[src/rtl/emitter_range_defs.vh]
// Constants for the emitter range and converter subrange override registers
// Assumes an 8-bit register port with byte offsets as addresses
`ifndef EMITTER_RANGE_DEFS_VH
`define EMITTER_RANGE_DEFS_VH
`define ADDR_W 8
`define DATA_W 8
`define OFS_EMITTER_RANGE 8'h2a
`define OFS_EXP1_OVERRIDE 8'h2c
`define OFS_EXP6_OVERRIDE 8'h31
`define RST_BYTE 8'h00
`define RANGE_MASK 8'h3f
`define OVR_MASK 8'hbf
`define OVR_BIT 7
`define CODE_MSB 5
`define RANGE1_LSB 0
`define RANGE2_LSB 2
`define RANGE3_LSB 4
`define NUM_EXPOSURES 6
`define EXP_IDX_W 3
// Current step per amplitude LSB, in units of 0.12 mA, indexed by range
`define STEP_UNITS_W 3
`define CURRENT_W 11
`define OFS_EXP2_OVERRIDE 8'h2d
`define OFS_EXP3_OVERRIDE 8'h2e
`define OFS_EXP4_OVERRIDE 8'h2f
`define OFS_EXP5_OVERRIDE 8'h30
// Storage slot of each exposure's override register
`define SLOT1 0
`define SLOT2 1
`define SLOT3 2
`define SLOT4 3
`define SLOT5 4
`define SLOT6 5
// Exposure numbers as the sequencer presents them
`define EXP_NUM1 3'h1
`define EXP_NUM2 3'h2
`define EXP_NUM3 3'h3
`define EXP_NUM4 3'h4
`define EXP_NUM5 3'h5
`define EXP_NUM6 3'h6
`define DAC_RST 6'h00
`define SW_RST 1'b0
`define RANGE_RST 6'h00
`define STEP_ONE 3'h1
`endif

[src/rtl/emitter_current_calc.v]
// One emitter driver: range code and amplitude give nominal current
// Assumes amplitude code comes from a register held elsewhere
`timescale 1ns/100ps
`default_nettype none
`include "emitter_range_defs.vh"
module emitter_current_calc
(
    input wire [1:0] i_range,
    input wire [7:0] i_amplitude,
    output wire [`CURRENT_W-1:0] o_current_units,
    output wire [1:0] o_full_scale_units
);
    // Step is (range+1) * 0.12 mA, so full scale is (range+1) * 30.6 mA
    wire [`STEP_UNITS_W-1:0] step_units;
    assign step_units = {1'b0, i_range} + `STEP_ONE;
    // Both factors widened first so the product keeps all eleven bits
    assign o_current_units = {3'h0, i_amplitude} * {8'h00, step_units};
    assign o_full_scale_units = i_range;
endmodule // emitter_current_calc
`default_nettype wire

[src/rtl/emitter_range_regs.v]
// Emitter range select and per-exposure subrange DAC override registers
// Assumes a same-clock register port and an exposure sequencer that
// pulses I_CONV_START with the exposure index before each conversion
//
// The implementer's own choice: strobed register access.
`timescale 1ns/100ps
`default_nettype none
`include "emitter_range_defs.vh"
module emitter_range_regs
(
    input wire I_CLOCK,
    input wire I_RST_B,
    input wire [`ADDR_W-1:0] I_ADDR,
    input wire [`DATA_W-1:0] I_WDATA,
    input wire I_WR,
    input wire I_RD,
    output reg [`DATA_W-1:0] O_RDATA,
    input wire [7:0] I_AMP1,
    input wire [7:0] I_AMP2,
    input wire [7:0] I_AMP3,
    input wire I_CONV_START,
    input wire [`EXP_IDX_W-1:0] I_CONV_EXPOSURE,
    input wire [5:0] I_CHIP_CODE,
    output reg [5:0] O_DAC_CODE,
    output reg O_DAC_SW_CONTROL,
    output reg [`CURRENT_W-1:0] O_EMITTER1_CURRENT,
    output reg [`CURRENT_W-1:0] O_EMITTER2_CURRENT,
    output reg [`CURRENT_W-1:0] O_EMITTER3_CURRENT,
    output reg [5:0] O_EMITTER_RANGE
);
    reg [`DATA_W-1:0] range_ff;
    reg [`DATA_W-1:0] ovr_ff [0:`NUM_EXPOSURES-1];
    reg [`DATA_W-1:0] nxt_rdata;
    reg [`DATA_W-1:0] sel_ovr;
    reg conv_valid;
    wire conv_take;
    wire [1:0] range1;
    wire [1:0] range2;
    wire [1:0] range3;
    wire [1:0] full_scale1;
    wire [1:0] full_scale2;
    wire [1:0] full_scale3;
    wire [`CURRENT_W-1:0] cur1;
    wire [`CURRENT_W-1:0] cur2;
    wire [`CURRENT_W-1:0] cur3;
    integer k;

    // Each driver sees only its own two-bit field of the range register
    assign range1 = range_ff[`RANGE1_LSB+1:`RANGE1_LSB];
    assign range2 = range_ff[`RANGE2_LSB+1:`RANGE2_LSB];
    assign range3 = range_ff[`RANGE3_LSB+1:`RANGE3_LSB];

    // A start with exposure 0 or 7 is no conversion and changes nothing
    assign conv_take = I_CONV_START && conv_valid;

    always @(posedge I_CLOCK)
    begin
        if (!I_RST_B)
        begin
            range_ff <= `RST_BYTE;
            for (k = 0; k < `NUM_EXPOSURES; k = k + 1)
                ovr_ff[k] <= `RST_BYTE;
        end
        else if (I_WR)
        begin
            // Reserved bits are dropped here so that reads return 0
            if (I_ADDR == `OFS_EMITTER_RANGE)
                range_ff <= I_WDATA & `RANGE_MASK;
            else if (I_ADDR == `OFS_EXP1_OVERRIDE)
                ovr_ff[`SLOT1] <= I_WDATA & `OVR_MASK;
            else if (I_ADDR == `OFS_EXP2_OVERRIDE)
                ovr_ff[`SLOT2] <= I_WDATA & `OVR_MASK;
            else if (I_ADDR == `OFS_EXP3_OVERRIDE)
                ovr_ff[`SLOT3] <= I_WDATA & `OVR_MASK;
            else if (I_ADDR == `OFS_EXP4_OVERRIDE)
                ovr_ff[`SLOT4] <= I_WDATA & `OVR_MASK;
            else if (I_ADDR == `OFS_EXP5_OVERRIDE)
                ovr_ff[`SLOT5] <= I_WDATA & `OVR_MASK;
            else if (I_ADDR == `OFS_EXP6_OVERRIDE)
                ovr_ff[`SLOT6] <= I_WDATA & `OVR_MASK;
        end
    end

    always @*
    begin
        if (I_ADDR == `OFS_EMITTER_RANGE)
            nxt_rdata = range_ff;
        else if (I_ADDR == `OFS_EXP1_OVERRIDE)
            nxt_rdata = ovr_ff[`SLOT1];
        else if (I_ADDR == `OFS_EXP2_OVERRIDE)
            nxt_rdata = ovr_ff[`SLOT2];
        else if (I_ADDR == `OFS_EXP3_OVERRIDE)
            nxt_rdata = ovr_ff[`SLOT3];
        else if (I_ADDR == `OFS_EXP4_OVERRIDE)
            nxt_rdata = ovr_ff[`SLOT4];
        else if (I_ADDR == `OFS_EXP5_OVERRIDE)
            nxt_rdata = ovr_ff[`SLOT5];
        else if (I_ADDR == `OFS_EXP6_OVERRIDE)
            nxt_rdata = ovr_ff[`SLOT6];
        else
            nxt_rdata = `RST_BYTE;
    end

    // Exposure numbers count from 1; decoding them one by one keeps
    // exposures 0 and 7 from ever indexing past the six slots
    always @*
    begin
        sel_ovr = `RST_BYTE;
        conv_valid = 1'b0;
        case (I_CONV_EXPOSURE)
            `EXP_NUM1:
            begin
                sel_ovr = ovr_ff[`SLOT1];
                conv_valid = 1'b1;
            end
            `EXP_NUM2:
            begin
                sel_ovr = ovr_ff[`SLOT2];
                conv_valid = 1'b1;
            end
            `EXP_NUM3:
            begin
                sel_ovr = ovr_ff[`SLOT3];
                conv_valid = 1'b1;
            end
            `EXP_NUM4:
            begin
                sel_ovr = ovr_ff[`SLOT4];
                conv_valid = 1'b1;
            end
            `EXP_NUM5:
            begin
                sel_ovr = ovr_ff[`SLOT5];
                conv_valid = 1'b1;
            end
            `EXP_NUM6:
            begin
                sel_ovr = ovr_ff[`SLOT6];
                conv_valid = 1'b1;
            end
            default:
            begin
                sel_ovr = `RST_BYTE;
                conv_valid = 1'b0;
            end
        endcase
    end

    // Read data stands only in the cycle after the strobe
    always @(posedge I_CLOCK)
    begin
        if (!I_RST_B)
            O_RDATA <= `RST_BYTE;
        else if (I_RD)
            O_RDATA <= nxt_rdata;
        else
            O_RDATA <= `RST_BYTE;
    end

    // Latched at conversion start so mid-conversion writes cannot glitch it
    always @(posedge I_CLOCK)
    begin
        if (!I_RST_B)
        begin
            O_DAC_CODE <= `DAC_RST;
            O_DAC_SW_CONTROL <= `SW_RST;
        end
        else if (conv_take)
        begin
            O_DAC_SW_CONTROL <= sel_ovr[`OVR_BIT];
            if (sel_ovr[`OVR_BIT])
                O_DAC_CODE <= sel_ovr[`CODE_MSB:0];
            else
                O_DAC_CODE <= I_CHIP_CODE;
        end
    end

    emitter_current_calc u_drv1
    (
        .i_range(range1),
        .i_amplitude(I_AMP1),
        .o_current_units(cur1),
        .o_full_scale_units(full_scale1)
    );

    emitter_current_calc u_drv2
    (
        .i_range(range2),
        .i_amplitude(I_AMP2),
        .o_current_units(cur2),
        .o_full_scale_units(full_scale2)
    );

    emitter_current_calc u_drv3
    (
        .i_range(range3),
        .i_amplitude(I_AMP3),
        .o_current_units(cur3),
        .o_full_scale_units(full_scale3)
    );

    // Registered so each output is a flop; currents lag inputs one cycle

    always @(posedge I_CLOCK)
    begin
        if (!I_RST_B)
        begin
            O_EMITTER1_CURRENT <= {`CURRENT_W{1'b0}};
            O_EMITTER2_CURRENT <= {`CURRENT_W{1'b0}};
            O_EMITTER3_CURRENT <= {`CURRENT_W{1'b0}};
            O_EMITTER_RANGE <= `RANGE_RST;
        end
        else
        begin
            O_EMITTER1_CURRENT <= cur1;
            O_EMITTER2_CURRENT <= cur2;
            O_EMITTER3_CURRENT <= cur3;
            O_EMITTER_RANGE <= {full_scale3, full_scale2, full_scale1};
        end
    end
endmodule // emitter_range_regs
`default_nettype wire

[config.mk]
export PLATFORM = sky130hd
export DESIGN_NAME = emitter_range_regs
export DESIGN_NICKNAME = d
export VERILOG_FILES = /design/src/rtl/emitter_current_calc.v /design/src/rtl/emitter_range_regs.v
export VERILOG_INCLUDE_DIRS = /design/src /design/src/rtl
export SDC_FILE = /design/constraint.sdc
export NUM_CORES = 1
export LEC_CHECK = 0
export ABC_AREA = 1
export BUFFER_PORTS_ARGS = -buffer_cell sky130_fd_sc_hd__buf_2
export CAP_MARGIN = 10
export CORE_MARGIN = 2
export CORE_UTILIZATION = 50
export CTS_BUF_LIST = sky130_fd_sc_hd__clkbuf_4 sky130_fd_sc_hd__clkbuf_8
export CTS_CLUSTER_DIAMETER = 150
export DETAILED_ROUTE_END_ITERATION = 7
export GPL_TIMING_DRIVEN = 0
export MAX_ROUTING_LAYER = met4
export PLACE_DENSITY = 0.76
export SLEW_MARGIN = 40
export SYNTH_ARGS = -nofsm -noshare
export SYNTH_HDL_FRONTEND = slang
export SYNTH_HIERARCHICAL = 1
export SYNTH_SLANG_ARGS = --single-unit
[constraint.sdc]
create_clock -name I_CLOCK -period 2.65 [get_ports I_CLOCK]
set_input_delay 0.53 -clock I_CLOCK [delete_from_list [all_inputs] [get_ports I_CLOCK]]
set_output_delay 0.53 -clock I_CLOCK [all_outputs]
set_load 0.03 [all_outputs]
Yosys cells after proc, flatten, opt, wreduce, memory -nomap -nowiden:

Memory sizes are Yosys's and may differ from the RTL's.
Index checks and enable logic that the tools add are counted.

* word-level logic and storage cells: 103
* memories kept: 1
* bits in writable memories: 42
* output and inout port bits: 54
* register bits: 60
* bits of input ports: 54

Memories
* ovr_ff: depth 6, bits a word 7, rd ports 6, clocked after memory_dff 0, wr ports 6, RTL line emitter_range_regs.v:32 `` reg [`DATA_W-1:0] ovr_ff [0:`NUM_EXPOSURES-1]; ``

* equal/unequal tests: 13
* $add $sub $neg: 3
* bitwise operators: 7
* multiplexer cells: 62
* reductions and logical operators: 5
* multipliers: 3

Operators by type and width (number)
* $eq 8x6->1 const B: 7
* $mux 8: 6
* $pmux 8 s6: 1
* $mux 1: 47
* $mux 7: 6
* $mul 8x3->11: 3
* $mux 6: 2
* $add 2x1->3 const B: 3
* $eq 3x3->1 const B: 3
* $eq 3x2->1 const B: 2
* $or 1x1->1: 6
* $reduce_or 6->1: 1
* $reduce_and 2->1: 2
* $eq 3x1->1 const B: 1
* $reduce_or 2->1: 1
* $logic_and 1x1->1: 1
* $not 1->1: 1

Logic depth before layout (Yosys ltp):

* depth in word-level cells: 12
* depth in mapped cells: 15
* mapped depth without buffers: 14

Cells and area by module:

Netlist, hierarchy kept.

By module, submodules not included
* emitter_range_regs: area each 4495.6 µm², cells an instance 559, sequential area each 2442.3 µm², instances 1
* emitter_current_calc (u_drv2 ...): area each 726.9 µm², cells an instance 124, sequential area each 0.0 µm², instances 2
* emitter_current_calc (u_drv1): area each 748.2 µm², cells an instance 124, sequential area each 0.0 µm², instances 1

Least setup slack after synthesis:

No wires, ideal clock.

* kind: register -> register
* start: reg range_ff[0]
* end: reg O_EMITTER1_CURRENT[10]
* arrival time: 2.484 ns
* clock period less this slack: 2.541 ns
* path slack: 0.109 ns
* stages on the path, launching flop included: 16
* required time: 2.593 ns
* setup time: 0.057 ns
* buffers on the path: 1
* cells stage by stage: dfxtp_1 ha_1 clkbuf_1 nand2_1 inv_1 fa_1 ha_1 inv_1 fa_1 inv_2 nand3_2 nand3_1 nand2_1 nand2_1 nand2_1 inv_1

* word-level cells in the longest chain between the ends: 2

Ends and longest elaborated chain
* start: declaration: RTL line emitter_range_regs.v:31 `` reg [`DATA_W-1:0] range_ff; ``
* start signal: assignment: RTL line emitter_range_regs.v:60 `` range_ff <= `RST_BYTE; ``
* start signal: assignment: RTL line emitter_range_regs.v:68 `` range_ff <= I_WDATA & `RANGE_MASK; ``
* $add 2x1->3 (no line)
* $mul 8x3->11: RTL line emitter_current_calc.v:17 `assign o_current_units = {3'h0, i_amplitude} * {8'h00, step_units};`
* net cur1[10]: RTL line emitter_range_regs.v:43 `` wire [`CURRENT_W-1:0] cur1; ``
* end signal: assignment: RTL line emitter_range_regs.v:208 `` O_EMITTER1_CURRENT <= {`CURRENT_W{1'b0}}; ``
* end signal: assignment: RTL line emitter_range_regs.v:215 `O_EMITTER1_CURRENT <= cur1;`
* end: declaration: RTL line emitter_range_regs.v:26 `` output reg [`CURRENT_W-1:0] O_EMITTER1_CURRENT, ``

The timed path passes the listed nets, and every way through them passes these cells.
A chain may end at the register's enable or synchronous reset.

Worst setup path after layout:

* start: reg range_ff[2]
* end: reg O_EMITTER2_CURRENT[10]

* word-level cells in the longest chain between the ends: 2

Ends and longest elaborated chain
* $add 2x1->3 (no line)
* $mul 8x3->11: RTL line emitter_current_calc.v:17
* net cur2[10]: RTL line emitter_range_regs.v:44 `` wire [`CURRENT_W-1:0] cur2; ``
* end signal: assignment: RTL line emitter_range_regs.v:209 `` O_EMITTER2_CURRENT <= {`CURRENT_W{1'b0}}; ``
* end signal: assignment: RTL line emitter_range_regs.v:216 `O_EMITTER2_CURRENT <= cur2;`
* end: declaration: RTL line emitter_range_regs.v:27 `` output reg [`CURRENT_W-1:0] O_EMITTER2_CURRENT, ``

The timed path passes the listed nets, and every way through them passes these cells.

==> results.cfg <==
[worst_setup_path]
r2r.worst_path.cells = 14
criticalPathCategory = flop to flop
critical_path.reg2reg.startpoint = range_ff[2]
worstSetupStartpointType = flop
critical_path.endpoint_type = flop
worst_ep_arrival_time_ns = 2.82
worst_r2r_dst = O_EMITTER2_CURRENT[10]
reg2reg_setup_slack_ns = 0.16
timing.critical_path.required_ns = 2.98
critPathMaxFanout = 9

[clocking]
h_tree_lvls = 3
numClockSinks = 101
cts.root.buffer_cell = clkbuf_8
cts_buffer_depth = 2
path_clk_slew_ns = 0.09
number_of_cts_inserted_buffers = 9
cts_tree = built
clock_insertion_delay_worst_skew_ns = 0.40
postCtsHoldBufs = 0

[logic_synthesis]
synth.most_common_cell = nand2_1
synth-seq-cells = 101
syn_nets = 1039
synth_area_per_cell_um2 = 7.19
yosys.area.top_type_share_pct = 18.8
synth_top_cells_by_area = edfxtp_1 19%, dfxtp_1 18%, nand2_1 15%, inv_1 11%, fa_1 6.3%
synth_edf_count = 42
synth.cell_area_mm2 = 0.00670
synth_common_cells = 275 x nand2_1, 198 x inv_1, 95 x nor2_1
synthDominantAreaCellType = edfxtp_1
synth_top_family_by_area = simple AND/OR/NAND/NOR gates
synth_cell_types = 38
synth_compound_area_share_pct = 4.54
synth-adder-area-share_pct = 12.4
yosys-mux-area-fraction_pct = 0
dominantRegCellSynth = dfxtp_1
yosys.area_share.xor_xnor_pct = 1.18
yosys.area_share.simple_pct = 30.7
yosysWarningCount = 6
postSynth.asyncResetShare_pct = 0
synth.yosys.seq_area_share_pct = 36.5
syn_inst = 931

[worst_hold_path]
hold_path_depth = 3
holdCritPathClass = primary input to flop
min_delay_worst_endpoint = range_ff[4]
critical_hold_path_startpoint = I_WDATA[4]

[route]
avgViaCountPerCell = 4.78
drtPass1Iterations = 5
route.final.wire_length_mm = 15.4
postRouteAntennaNets = 0
drc = 0
drtIter0Drc = 350
num_vias = 5846
avg_wl_per_cell_um = 12.6

[timing]
final_hold_viol_count = 0
worstMarginPinSlew_ns = 0.662
maximum_clock_rate_mhz = 401
period_minus_slack_ns = 2.49
slew_headroom_pct = 55.6
finalSetupViolCount = 0
timing_max_transition_violations_final = 0
fin_crit_sh_pct = 94.1
fin_worst_skew_ns = 0.0216

[grt]
grt_antenna_before_repair = 2
grt_util_met2_pct = 36.8
grt_pass1_vias = 5368
grtUsageTotal_pct = 22.8
grt_pass1_wl_mm = 24.9
grt_start_max_net_pins = 17
globalRouteOverflowTotal = 0
met1_usage_pct = 28.2
met3_track_usage_gr_pct = 6.51
gr-max-usage-layer = met2

[floorplanning]
floorplan.core_area_mm2 = 0.0131
initial_core_utilization_pct = 51.0
row_count = 42
die_width_um = 120
ioPinCount = 108
floorplan.die.height_um = 120
dieArea_mm2 = 0.0143

[place]
placedInstanceArea_mm2 = 0.00743
gpl.final_weighted_congestion = 0.887
io_buffer_count = 103
detailed_placement_wirelength_estimate_mm = 12.4

[run_status]
run_status = finished, final reports clean

[power_and_ir_drop]
worst_ir_drop_vdd_v = 0.000208
p_per_area_mw_per_mm2 = 407
leakagePower_nw = 4.54

[finish]
final_layout_size_suffix_gt1_share_pct = 18.9
final_core_util_pct = 58.4
final_cell_area_mm2 = 0.00767
synthToLayoutAreaGrowth_pct = 14.6
design.final.nets = 1149

[job]
maxCapViolations = 0
-- metal layers --
| layer | wire length [um] | vias to the layer above |
|---|---|---|
| li1 | - | 3031 |
| met1 | 6480 | 2586 |
| met2 | 7170 | 199 |
| met3 | 1430 | 30 |
| met4 | 338 | 0 |
| met5 | 0 | - |
-- worst max-delay path by stage --
stage,from,to,slack (ns),cells past startpoint
floorplan,range_ff[0],O_EMITTER1_CURRENT[10],0.11,15
global placement,range_ff[4],O_EMITTER3_CURRENT[8],-0.19,15
detailed placement,range_ff[4],O_EMITTER3_CURRENT[8],-0.25,15
CTS,range_ff[3],O_EMITTER2_CURRENT[10],0.007,14
global route,range_ff[0],O_EMITTER1_CURRENT[10],-0.002,14
finish,range_ff[2],O_EMITTER2_CURRENT[10],0.16,14
-- sequential cells by signal, indices dropped and copies added (netlist names) --
register	cells
O_DAC_CODE	6
O_DAC_SW_CONTROL	1
O_EMITTER1_CURRENT	11
O_EMITTER2_CURRENT	11
O_EMITTER3_CURRENT	11
O_EMITTER_RANGE	6
O_RDATA	7
ovr_ff	42
range_ff	6
-- worst max-delay path, stage by stage (launching register included) --
cell,delay (ns)
dfxtp_4,0.39
ha_4,0.28
nand2_1,0.07
inv_1,0.05
fa_1,0.51
ha_1,0.19
inv_1,0.06
fa_1,0.42
inv_2,0.09
nand3_2,0.08
nand3_1,0.09
nand2_1,0.06
nand2_1,0.05
nand2_1,0.05
inv_1,0.07
-- cell type report --
class                      count  area [um2]
fill                        1290        5460
multi-input combinational    586        3310
sequential                   101        2460
inverter                     216         816
timing repair buffer         105         531
tap                          176         220
buffer                        22         140
clock buffer                  11         139
clock inverter                 5        52.6
antenna                        2        5.00
-- cell families (layout without fill, tap and decap cells) --
| group | Yosys count | after routing |
|---|---|---|
| DFF | 101 | 101 |
| AOI/OAI and AO/OA | 51 | 51 |
| xor gates and xnor gates | 9 | 9 |
| other | 1 | 3 |
| buffers and inverters | 244 | 359 |
| and+or+nand+nor | 471 | 471 |
| adders and majority gates | 54 | 54 |
-- what timing repair did --
item | CTS | global route
setup endpoints to repair | 22 | 13
hold endpoints to repair | 0 | 0
resized for setup | 8 | 8
setup buffers | 0 | 2
-- power breakdown --
group	internal, mW	switching [mW]	leakage (nW)
clock network	0.454	0.533	0.102
logic	0.139	0.295	3.55
registers	1.67	0.0317	0.886
total	2.27	0.860	4.54
-- metrics by stage --
| stage | instances | hold WS (ns) | power [mW] | setup TNS [ns] | setup slack (ns) |
|---|---|---|---|---|---|
| 6_report | 1224 | 0.406 | 3.13 | 0 | 0.156 |
| 5_1_grt | 1224 | 0.398 | 3.26 | -0.00196 | -0.00196 |
| 4_1_cts | 1220 | 0.392 | 3.14 | 0 | 0.00734 |
| 3_5_place_dp | 1210 | 0.454 | 2.18 | -2.67 | -0.250 |
| 3_3_place_gp | 1210 | 0.450 | 2.17 | -1.76 | -0.188 |
| 2_1_floorplan | 931 | 0.461 | 2.02 | 0 | 0.109 |
-- placed cells by master, fill, tap and decap left out, types with 4 or more instances in the layout --
cell / count
buf_2: 107
buf_4: 12
ha_1: 30
o21ai_0: 10
nor2_4: 5
a21oi_1: 25
nor2_2: 4
clkbuf_8: 9
edfxtp_1: 42
fa_1: 21
clkinv_2: 4
nand3_1: 46
inv_2: 16
nand3_2: 10
nand4_1: 25
nand2_1: 275
xnor2_1: 7
nor2_1: 95
nand2_2: 4
inv_1: 197
dfxtp_1: 53
o21ai_1: 9
Note: power is estimated with default switching activity, not from simulation.
